`config.mk`:
```
export PLATFORM = sky130hd
export DESIGN_NAME = jtag_tap_boundary_scan
export DESIGN_NICKNAME = d
export VERILOG_FILES = /design/src/verilog/jtag_pkg.sv /design/src/verilog/tap_pins_if.sv /design/src/verilog/jtag_tap_boundary_scan.sv /design/src/verilog/tap_pin_sync.sv
export SDC_FILE = /design/constraint.sdc
export NUM_CORES = 1
export LEC_CHECK = 0
export BUFFER_PORTS_ARGS = -buffer_cell sky130_fd_sc_hd__clkbuf_2
export CORE_MARGIN = 2
export CORE_UTILIZATION = 30
export CTS_BUF_LIST = sky130_fd_sc_hd__clkbuf_8
export CTS_CLUSTER_DIAMETER = 80
export DETAILED_ROUTE_END_ITERATION = 6
export GPL_TIMING_DRIVEN = 0
export PLACE_DENSITY = 0.51
export SYNTH_ARGS = -nofsm -noshare
export SYNTH_HDL_FRONTEND = slang
export SYNTH_SLANG_ARGS = --single-unit
```
`constraint.sdc`:
```
create_clock -name SYS_CLK -period 1.9 [get_ports SYS_CLK]
set_input_delay 0.285 -clock SYS_CLK [delete_from_list [all_inputs] [get_ports SYS_CLK]]
set_output_delay 0.285 -clock SYS_CLK [all_outputs]
set_load 0.01 [all_outputs]
```
`src/verilog/jtag_pkg.sv`:
```
// Constants, state codes and chain layout for the boundary-scan test logic.
// Assumes nothing beyond a SystemVerilog compiler; every user names it in full.
`default_nettype none
package jtag_pkg;
  localparam int IR_WIDTH = 3;
  localparam int CHAIN_LEN = 109;
  localparam int TAP_STATE_WIDTH = 4;
  localparam int SYNC_STAGES = 2;
  localparam int TCK_PERIOD_NS = 160;
  localparam int SYS_PERIOD_NS = 20;
  // System clocks per test clock; each test clock half must span at least three.
  localparam int TCK_CYCLES = TCK_PERIOD_NS / SYS_PERIOD_NS;

  localparam logic [2:0] INSTR_EXTEST = 3'h0;
  localparam logic [2:0] INSTR_SAMPLE = 3'h1;
  localparam logic [2:0] INSTR_RSVD_2 = 3'h2;
  localparam logic [2:0] INSTR_RSVD_3 = 3'h3;
  localparam logic [2:0] INSTR_RSVD_4 = 3'h4;
  localparam logic [2:0] INSTR_TRISTATE = 3'h5;
  localparam logic [2:0] INSTR_CONTINUITY = 3'h6;
  localparam logic [2:0] INSTR_BYPASS = 3'h7;
  // Value loaded into the instruction shift stage on capture; low bits 01.
  localparam logic [2:0] IR_CAPTURE_VALUE = 3'h1;

  // Chain index 0 sits next to serial input, the last index next to serial output.
  localparam int IDX_INTERRUPT = 0;
  localparam int IDX_INTERNAL_A = 59;
  localparam int IDX_INTERNAL_B = 82;
  localparam int IDX_MDIO_OE = 108;
  localparam logic [CHAIN_LEN-1:0] ONE_BIT = {{(CHAIN_LEN-1){1'b0}}, 1'b1};
  localparam logic [CHAIN_LEN-1:0] INTERNAL_MASK =
    (ONE_BIT << IDX_INTERNAL_A) | (ONE_BIT << IDX_INTERNAL_B);

  typedef enum logic [TAP_STATE_WIDTH-1:0] {
    TAP_RESET = 4'hF,
    TAP_IDLE = 4'hC,
    TAP_SEL_DR = 4'h7,
    TAP_CAP_DR = 4'h6,
    TAP_SH_DR = 4'h2,
    TAP_EX1_DR = 4'h1,
    TAP_PAU_DR = 4'h3,
    TAP_EX2_DR = 4'h0,
    TAP_UPD_DR = 4'h5,
    TAP_SEL_IR = 4'h4,
    TAP_CAP_IR = 4'hE,
    TAP_SH_IR = 4'hA,
    TAP_EX1_IR = 4'h9,
    TAP_PAU_IR = 4'hB,
    TAP_EX2_IR = 4'h8,
    TAP_UPD_IR = 4'hD
  } tap_state_e;
endpackage
`default_nettype wire

```
`src/verilog/tap_pins_if.sv`:
```
// Carries the synchronised test pins and test clock edge strobes.
// Assumes both ends run on the same system clock.
`default_nettype none
interface tap_pins_if;
  logic tck_rise;
  logic tck_fall;
  logic tms;
  logic tdi;
  modport sync (output tck_rise, output tck_fall, output tms, output tdi);
  modport tap (input tck_rise, input tck_fall, input tms, input tdi);
endinterface
`default_nettype wire

```
`src/verilog/jtag_tap_boundary_scan.sv`:
```
// Test access port, instruction, bypass and boundary-scan registers.
// Assumes the test pins are asynchronous and sampled on the system clock.
// Notes on behaviour
// - A three-bit instruction register selects the instruction and the data register.
// - External test shifts the chain, then drives its held values onto pins.
// - Sample/preload captures live pins for shifting out and allows preloading.
// - Tristate floats host bus and serial ROM pads; other ports run on.
// - Code 6 selects continuity mode, flagged on an output.
// - Bypass code routes serial data through the one-bit bypass register.
// - Under bypass the pads carry the functional values unchanged.
// - Reset brings the controller to its reset state with bypass active.
// - Single-stage bypass register serves whenever the chain is not selected.
// - Chain cells observe and control the host, ROM, port and MII pads.
// - Output-enable cells drive their pads from the chain during external test.
// - Cells are chained in fixed order from interrupt pin to management enable.
// - Two internal cells sit in the ring with no pad behind them.
// - Full sixteen-state controller advanced by mode select on test clock rises.
// - Controller sequences capture and shift of every register, and update of the instruction and chain registers.
`default_nettype none
module jtag_tap_boundary_scan (
  input wire logic SYS_CLK,
  input wire logic RESET_N,
  input wire logic TCK,
  input wire logic TMS,
  input wire logic TDI,
  output logic TDO,
  output logic TDO_OE,
  input wire logic [jtag_pkg::CHAIN_LEN-1:0] PAD_IN,
  input wire logic [jtag_pkg::CHAIN_LEN-1:0] CORE_PAD_OUT,
  output logic [jtag_pkg::CHAIN_LEN-1:0] PAD_OUT,
  output logic PADS_FLOAT,
  output logic CONTINUITY_MODE,
  output logic [jtag_pkg::IR_WIDTH-1:0] ACTIVE_INSTR
);
  tap_pins_if pins ();
  jtag_pkg::tap_state_e state_reg;
  jtag_pkg::tap_state_e state_next;
  logic [jtag_pkg::IR_WIDTH-1:0] ir_shift_reg;
  logic [jtag_pkg::IR_WIDTH-1:0] instr_code;
  logic bypass_reg;
  logic [jtag_pkg::CHAIN_LEN-1:0] bsr_shift_reg;
  logic [jtag_pkg::CHAIN_LEN-1:0] bsr_hold_reg;
  logic [jtag_pkg::CHAIN_LEN-1:0] pad_out_reg;
  logic tdo_reg;
  logic tdo_oe_reg;
  logic float_reg;
  logic cont_reg;
  logic bsr_sel;
  logic extest_on;

  tap_pin_sync u_sync (
    .clk(SYS_CLK),
    .reset_n(RESET_N),
    .tck(TCK),
    .tms(TMS),
    .tdi(TDI),
    .pins(pins)
  );

  // Only codes 0 and 1 put the chain between serial input and output.
  assign bsr_sel = (instr_code == jtag_pkg::INSTR_EXTEST) ||
                   (instr_code == jtag_pkg::INSTR_SAMPLE);
  assign extest_on = (instr_code == jtag_pkg::INSTR_EXTEST);

  always_comb begin
    state_next = state_reg;
    case (state_reg)
      jtag_pkg::TAP_RESET: begin
        if (pins.tms) begin
          state_next = jtag_pkg::TAP_RESET;
        end else begin
          state_next = jtag_pkg::TAP_IDLE;
        end
      end
      jtag_pkg::TAP_IDLE: begin
        if (pins.tms) begin
          state_next = jtag_pkg::TAP_SEL_DR;
        end else begin
          state_next = jtag_pkg::TAP_IDLE;
        end
      end
      jtag_pkg::TAP_SEL_DR: begin
        if (pins.tms) begin
          state_next = jtag_pkg::TAP_SEL_IR;
        end else begin
          state_next = jtag_pkg::TAP_CAP_DR;
        end
      end
      jtag_pkg::TAP_CAP_DR: begin
        if (pins.tms) begin
          state_next = jtag_pkg::TAP_EX1_DR;
        end else begin
          state_next = jtag_pkg::TAP_SH_DR;
        end
      end
      jtag_pkg::TAP_SH_DR: begin
        if (pins.tms) begin
          state_next = jtag_pkg::TAP_EX1_DR;
        end else begin
          state_next = jtag_pkg::TAP_SH_DR;
        end
      end
      jtag_pkg::TAP_EX1_DR: begin
        if (pins.tms) begin
          state_next = jtag_pkg::TAP_UPD_DR;
        end else begin
          state_next = jtag_pkg::TAP_PAU_DR;
        end
      end
      jtag_pkg::TAP_PAU_DR: begin
        if (pins.tms) begin
          state_next = jtag_pkg::TAP_EX2_DR;
        end else begin
          state_next = jtag_pkg::TAP_PAU_DR;
        end
      end
      jtag_pkg::TAP_EX2_DR: begin
        if (pins.tms) begin
          state_next = jtag_pkg::TAP_UPD_DR;
        end else begin
          state_next = jtag_pkg::TAP_SH_DR;
        end
      end
      jtag_pkg::TAP_UPD_DR: begin
        if (pins.tms) begin
          state_next = jtag_pkg::TAP_SEL_DR;
        end else begin
          state_next = jtag_pkg::TAP_IDLE;
        end
      end
      jtag_pkg::TAP_SEL_IR: begin
        if (pins.tms) begin
          state_next = jtag_pkg::TAP_RESET;
        end else begin
          state_next = jtag_pkg::TAP_CAP_IR;
        end
      end
      jtag_pkg::TAP_CAP_IR: begin
        if (pins.tms) begin
          state_next = jtag_pkg::TAP_EX1_IR;
        end else begin
          state_next = jtag_pkg::TAP_SH_IR;
        end
      end
      jtag_pkg::TAP_SH_IR: begin
        if (pins.tms) begin
          state_next = jtag_pkg::TAP_EX1_IR;
        end else begin
          state_next = jtag_pkg::TAP_SH_IR;
        end
      end
      jtag_pkg::TAP_EX1_IR: begin
        if (pins.tms) begin
          state_next = jtag_pkg::TAP_UPD_IR;
        end else begin
          state_next = jtag_pkg::TAP_PAU_IR;
        end
      end
      jtag_pkg::TAP_PAU_IR: begin
        if (pins.tms) begin
          state_next = jtag_pkg::TAP_EX2_IR;
        end else begin
          state_next = jtag_pkg::TAP_PAU_IR;
        end
      end
      jtag_pkg::TAP_EX2_IR: begin
        if (pins.tms) begin
          state_next = jtag_pkg::TAP_UPD_IR;
        end else begin
          state_next = jtag_pkg::TAP_SH_IR;
        end
      end
      jtag_pkg::TAP_UPD_IR: begin
        if (pins.tms) begin
          state_next = jtag_pkg::TAP_SEL_DR;
        end else begin
          state_next = jtag_pkg::TAP_IDLE;
        end
      end
      // All sixteen codes are states, so this only catches unknowns and falls back to reset.
      default: begin
        state_next = jtag_pkg::TAP_RESET;
      end
    endcase
  end

  // The controller moves only on a test clock rise, as the tester sees it.
  always_ff @(posedge SYS_CLK) begin
    if (!RESET_N) begin
      state_reg <= jtag_pkg::TAP_RESET;
    end else if (pins.tck_rise) begin
      state_reg <= state_next;
    end
  end

  // Capture and shift happen on the rise that leaves the capture or shift state.
  always_ff @(posedge SYS_CLK) begin
    if (!RESET_N) begin
      ir_shift_reg <= jtag_pkg::IR_CAPTURE_VALUE;
    end else if (pins.tck_rise) begin
      if (state_reg == jtag_pkg::TAP_CAP_IR) begin
        ir_shift_reg <= jtag_pkg::IR_CAPTURE_VALUE;
      end else if (state_reg == jtag_pkg::TAP_SH_IR) begin
        ir_shift_reg <= {pins.tdi, ir_shift_reg[jtag_pkg::IR_WIDTH-1:1]};
      end
    end
  end

  // The bypass stage captures zero, so a tester can count the devices in a ring.
  always_ff @(posedge SYS_CLK) begin
    if (!RESET_N) begin
      bypass_reg <= 1'b0;
    end else if (pins.tck_rise && !bsr_sel) begin
      if (state_reg == jtag_pkg::TAP_CAP_DR) begin
        bypass_reg <= 1'b0;
      end else if (state_reg == jtag_pkg::TAP_SH_DR) begin
        bypass_reg <= pins.tdi;
      end
    end
  end

  // Internal cells keep their own value on capture since no pad stands behind them.
  always_ff @(posedge SYS_CLK) begin
    if (!RESET_N) begin
      bsr_shift_reg <= '0;
    end else if (pins.tck_rise && bsr_sel) begin
      if (state_reg == jtag_pkg::TAP_CAP_DR) begin
        bsr_shift_reg <= (PAD_IN & ~jtag_pkg::INTERNAL_MASK) |
                         (bsr_shift_reg & jtag_pkg::INTERNAL_MASK);
      end else if (state_reg == jtag_pkg::TAP_SH_DR) begin
        bsr_shift_reg <= {bsr_shift_reg[jtag_pkg::CHAIN_LEN-2:0], pins.tdi};
      end
    end
  end

  // Updates land on the falling test clock so held values never ripple while shifting.
  always_ff @(posedge SYS_CLK) begin
    if (!RESET_N) begin
      instr_code <= jtag_pkg::INSTR_BYPASS;
    end else if (state_reg == jtag_pkg::TAP_RESET) begin
      instr_code <= jtag_pkg::INSTR_BYPASS;
    end else if (pins.tck_fall && state_reg == jtag_pkg::TAP_UPD_IR) begin
      instr_code <= ir_shift_reg;
    end
  end

  always_ff @(posedge SYS_CLK) begin
    if (!RESET_N) begin
      bsr_hold_reg <= '0;
    end else if (pins.tck_fall && bsr_sel && state_reg == jtag_pkg::TAP_UPD_DR) begin
      bsr_hold_reg <= bsr_shift_reg;
    end
  end

  // Serial output changes on the falling test clock, driven only while shifting.
  always_ff @(posedge SYS_CLK) begin
    if (!RESET_N) begin
      tdo_reg <= 1'b0;
      tdo_oe_reg <= 1'b0;
    end else if (pins.tck_fall) begin
      tdo_oe_reg <= (state_reg == jtag_pkg::TAP_SH_DR) ||
                    (state_reg == jtag_pkg::TAP_SH_IR);
      if (state_reg == jtag_pkg::TAP_SH_IR) begin
        tdo_reg <= ir_shift_reg[0];
      end else if (bsr_sel) begin
        tdo_reg <= bsr_shift_reg[jtag_pkg::IDX_MDIO_OE];
      end else begin
        tdo_reg <= bypass_reg;
      end
    end
  end

  // Pad values and enables pass through one register; internal cells drive nothing.
  always_ff @(posedge SYS_CLK) begin
    if (!RESET_N) begin
      pad_out_reg <= '0;
    end else if (extest_on) begin
      pad_out_reg <= bsr_hold_reg & ~jtag_pkg::INTERNAL_MASK;
    end else begin
      pad_out_reg <= CORE_PAD_OUT & ~jtag_pkg::INTERNAL_MASK;
    end
  end

  // Tristate only raises the flag; the pad ring floats the pads, so pad values stay functional.
  always_ff @(posedge SYS_CLK) begin
    if (!RESET_N) begin
      float_reg <= 1'b0;
      cont_reg <= 1'b0;
    end else begin
      float_reg <= (instr_code == jtag_pkg::INSTR_TRISTATE);
      cont_reg <= (instr_code == jtag_pkg::INSTR_CONTINUITY);
    end
  end

  assign TDO = tdo_reg;
  assign TDO_OE = tdo_oe_reg;
  assign PAD_OUT = pad_out_reg;
  assign PADS_FLOAT = float_reg;
  assign CONTINUITY_MODE = cont_reg;
  assign ACTIVE_INSTR = instr_code;
endmodule
`default_nettype wire

```
`src/verilog/tap_pin_sync.sv`:
```
// Two-stage synchroniser for the test pins, with test clock edge detection.
// Assumes the test clock runs well below a third of the system clock rate.
`default_nettype none
module tap_pin_sync (
  input wire logic clk,
  input wire logic reset_n,
  input wire logic tck,
  input wire logic tms,
  input wire logic tdi,
  tap_pins_if.sync pins
);
  logic [2:0] meta_reg;
  logic [2:0] stable_reg;
  logic tck_last_reg;

  // Only the second stage reads the first; all logic looks at the second.
  always_ff @(posedge clk) begin
    if (!reset_n) begin
      meta_reg <= 3'h0;
      stable_reg <= 3'h0;
      tck_last_reg <= 1'b0;
    end else begin
      meta_reg <= {tdi, tms, tck};
      stable_reg <= meta_reg;
      tck_last_reg <= stable_reg[0];
    end
  end

  assign pins.tck_rise = stable_reg[0] & ~tck_last_reg;
  assign pins.tck_fall = ~stable_reg[0] & tck_last_reg;
  assign pins.tms = stable_reg[1];
  assign pins.tdi = stable_reg[2];
endmodule
`default_nettype wire

```
==> PnR_summary.wiki <==
{| class="wikitable"
! Metric !! Value
|-
| Result of the run || completed
|-
| Ys flop type || sky130_fd_sc_hd__dfxtp_1
|-
| Area share of and/or/nand/nor cells after synthesis || 22.11%
|-
| Number of port buffers || 332
|-
| Setup violators final || 0
|-
| Number of distinct standard cells referenced by the synthesized netlist || 47
|-
| Count of nets after finishing || 2,488
|-
| Overall die area || 45,360 um^2
|-
| Worst setup slack before clock tree synthesis || -0.4375 ns
|-
| Worst Setup Path Type || reg -> reg
|-
| GR Overflow Total || 0
|-
| Detail-routed net length per standard cell || 16.41 um
|-
| Total Routed Length || 47,370 um
|-
| Worst Setup Start Kind || register
|-
| Sequential-to-total area share from yosys stat || 52.71%
|-
| Placeable core area || 43,080 um^2
|-
| Internal Power || 11.31 mW
|-
| Post-route total power || 14.93 mW
|-
| Fmax || 557.6 MHz
|-
| Clk sink count || 345
|-
| Xor-xnor portion of the synthesized cell area || 0%
|-
| Worst Setup End Kind || register
|-
| Static leakage power || 7.581 nW
|-
| Top post-synthesis cells by area || sky130_fd_sc_hd__dfxtp_1, sky130_fd_sc_hd__nand2_1, sky130_fd_sc_hd__a31oi_1, sky130_fd_sc_hd__o21ai_0, sky130_fd_sc_hd__a21oi_1
|-
| Maximum number of pins on one net before global-route repair || 16
|-
| Cell with the most instances after synthesis || sky130_fd_sc_hd__nand2_1
|-
| Total power divided by cell area || 790.7 nW/um^2
|-
| Clock group share of total power || 42.4%
|-
| Net switching power || 3.615 mW
|-
| Worst path bufs/invs || 4
|-
| Worst voltage drop across the vdd grid || 0.0004363 V
|-
| Unrepaired setup endpoints after global routing || false
|-
| Mux share of post-synthesis cell area || 0.5348%
|-
| Cell-by-cell trace of the critical path || buf_2, or3_1, buf_6, buf_8, clkbuf_4, nand2_1, a21oi_1
|-
| Path type of the worst min-delay path || in -> reg
|-
| Number of maximum-capacitance violations || 0
|-
| Crit-path max FO || 11
|-
| YS warnings || 0
|-
| Clock Root Buffer || sky130_fd_sc_hd__clkbuf_8
|-
| Asr flop ratio synth || 0%
|-
| Height of the chip || 213.0 um
|-
| Post-route ant nets || 0
|-
| Area leader, netlist || sky130_fd_sc_hd__dfxtp_1
|-
| CTS Buffer Depth || 3
|-
| Via-to-Cell Ratio || 4.694
|-
| Total number of vias || 13,550
|-
| Delay-heaviest family, CP || buffers and inverters
|-
| Proportion of netlist area held by the largest area contributor || 52.71%
|-
| Antenna violations before repair || 6
|-
| Period utilisation layout || 94.39%
|-
| Length of the first detailed-routing pass in iterations || 5
|-
| Delay of the slowest cell on the worst path || 0.40 ns
|-
| Worst Clk Skew || 0.02292 ns
|-
| Rows || 76
|-
| Average footprint of a synthesized cell || 7.936 um^2
|-
| Count of placed standard cells in the final layout, fillers left out || 2,887
|-
| Register bit count reported by yosys || 345
|-
| Slew at the pin with the worst max-slew slack || 1.279 ns
|-
| H-tree depth || 2
|-
| CTS tree || yes
|-
| Number of placed I/O pins || 339
|-
| Latest clock arrival within the worst-skew pair || 0.65 ns
|-
| Wire length of the first global-routing pass || 72,830 um
|-
| Final Wtd Congestion || 0.8089
|-
| Total cell area at the placement stage || 15,500 um^2
|-
| Dpl cells || 2,569
|-
| Required time worst endpoint || 2.39 ns
|-
| Final hold violations || 0
|-
| Number of remaining DRC errors || 0
|-
| Cell types with the highest counts after synthesis || sky130_fd_sc_hd__nand2_1, sky130_fd_sc_hd__dfxtp_1, sky130_fd_sc_hd__o21ai_0
|-
| Max reg flops || 109
|-
| Number of global-route vias before repair || 13,680
|-
| Standard cell with the maximum stage delay on the critical path || sky130_fd_sc_hd__or3_1
|-
| Horizontal extent of the die || 213.0 um
|-
| Post-synthesis compound-gate area fraction || 18.54%
|-
| Total global-route track usage || 20.56%
|-
| Count of pins over their slew limit || 0
|-
| Initial drt markers || 610
|-
| Post-Layout Inst Area || 18,880 um^2
|-
| Minimum hold slack || 0.3851 ns
|-
| Share of post-route cells with drive strength above 1 || 21.78%
|-
| Growth of design area from synthesis to finish || 44.10%
|-
| Total clock buffers created by CTS || 59
|-
| Worst relative slew slack || 14.75%
|-
| Syn Inst Count || 1,651
|-
| Shortest period the worst path allows || 1.793 ns
|-
| Data arrival time of the critical path || 2.28 ns
|-
| Net switching share of the total power || 24.22%
|-
| Share of power burned in registers || 49.7%
|-
| Effective utilization at floorplan || 30.42%
|-
| Worst path setup slack after routing || 0.1065 ns
|-
| Main combinational cell family by area after synthesis || simple AND/OR/NAND/NOR gates
|-
| Adder and majority gate portion of the synthesized area || 0%
|-
| Share of total power in combinational logic || 8.0%
|-
| DPL Wire Length || 33,010 um
|-
| Worst-path clk slew || 0.06 ns
|-
| Post-synthesis instance area || 13,100 um^2
|-
| Count of flip-flops with a built-in enable after synthesis || 0
|}
cell type report:
| cell class | instances | area [um^2] |
|---|---|---|
| Antenna cell | 6 | 15.01 |
| Buffer | 152 | 840.8 |
| Timing Repair Buffer | 552 | 3881 |
| Clock inverter | 21 | 92.59 |
| Inverter | 3 | 11.26 |
| Tap cell | 585 | 732.0 |
| Clock buffer | 71 | 977.2 |
| Sequential cell | 345 | 6907 |
| Multi-Input combinational cell | 1152 | 5424 |
| Fill cell | 4437 | 24200 |
path summary, 6_finish.rpt:
kind / from / end / slack, ns / cells past startpoint
setup reg to reg: ACTIVE_INSTR[2] / PAD_OUT[91] / 0.11 / 7
setup / recovery: ACTIVE_INSTR[2] / PAD_OUT[91] / 0.11 / 7
hold reg to reg: u_sync.meta_reg[0] / u_sync.stable_reg[0] / 0.43 / 1
hold / removal: TMS / u_sync.meta_reg[1] / 0.39 / 3
tightest hold or removal path: cells and delay by family:
family,cells,cell delay (ns)
and+or+nand+nor,1,0.10
buffers and inverters,2,0.61
placed cells by master, fill, tap and decap left out, drive strengths merged, types with 2 or more instances in the layout:
cell	Yosys	routed
a21boi	2	2
a21oi	112	112
a31oi	107	107
a41oi	2	2
and2	7	7
and2b	3	3
and4	2	2
buf	74	69
clkbuf	78	489
clkinv	1	3
clkinvlp	0	3
conb	1	2
dfxtp	345	345
diode	0	6
dlygate4sd3	0	217
inv	2	18
mux2i	7	7
nand2	549	549
nand2b	2	2
nand3	110	110
nand4	2	2
nor2	6	6
nor2b	3	3
nor3	3	3
nor3b	5	5
o21ai	218	218
stage by stage:
stage | util (%) | TNS [ns]
3_3_place_gp | 35.98 | -56.48
5_1_grt | 43.82 | 0
6_report | 43.83 | 0
4_1_cts | 43.68 | 0
2_1_floorplan | - | 0
3_5_place_dp | 35.98 | -62.79
metal layers:
metal / wire, um / part of all wire (%) / vias up / track usage, %
met2: 22180 / 47 / 406 / 34.62
met1: 21440 / 45 / 6248 / 26.42
met3: 2709 / 5.7 / 69 / 4.015
met5: 13 / 0.027 / - / 0
li1: - / - / 6827 / -
met4: 1022 / 2.2 / 2 / 6.607
what timing repair did:
action | 4_1_cts | 5_1_grt
buffers inserted | 3 | 0
hold buffers | 217 | 0
pin swaps | 2 | 0
hold endpoints to repair | 217 | 0
setup endpoints to repair | 246 | 98
resized for setup | 6 | 25
cells by family (layout without fill, tap and decap cells):
group | count (synthesis) | in the layout
AOI/OAI and AO/OA | 447 | 447
buffers and inverters | 155 | 799
DFF | 345 | 345
muxes | 7 | 7
other | 1 | 8
and+or+nand+nor | 696 | 696
power by group through the flow:
| stage | clock network [mW] | registers (mW) | logic (mW) |
|---|---|---|---|
| floorplan | 0 | 7.63 | 0.269 |
| global placement | 0 | 7.57 | 0.813 |
| detailed placement | 0 | 7.57 | 0.815 |
| CTS | 6.53 | 7.41 | 1.19 |
| global route | 6.82 | 7.42 | 1.30 |
| finish | 6.33 | 7.41 | 1.19 |
Power figures use the tool's default switching activity.
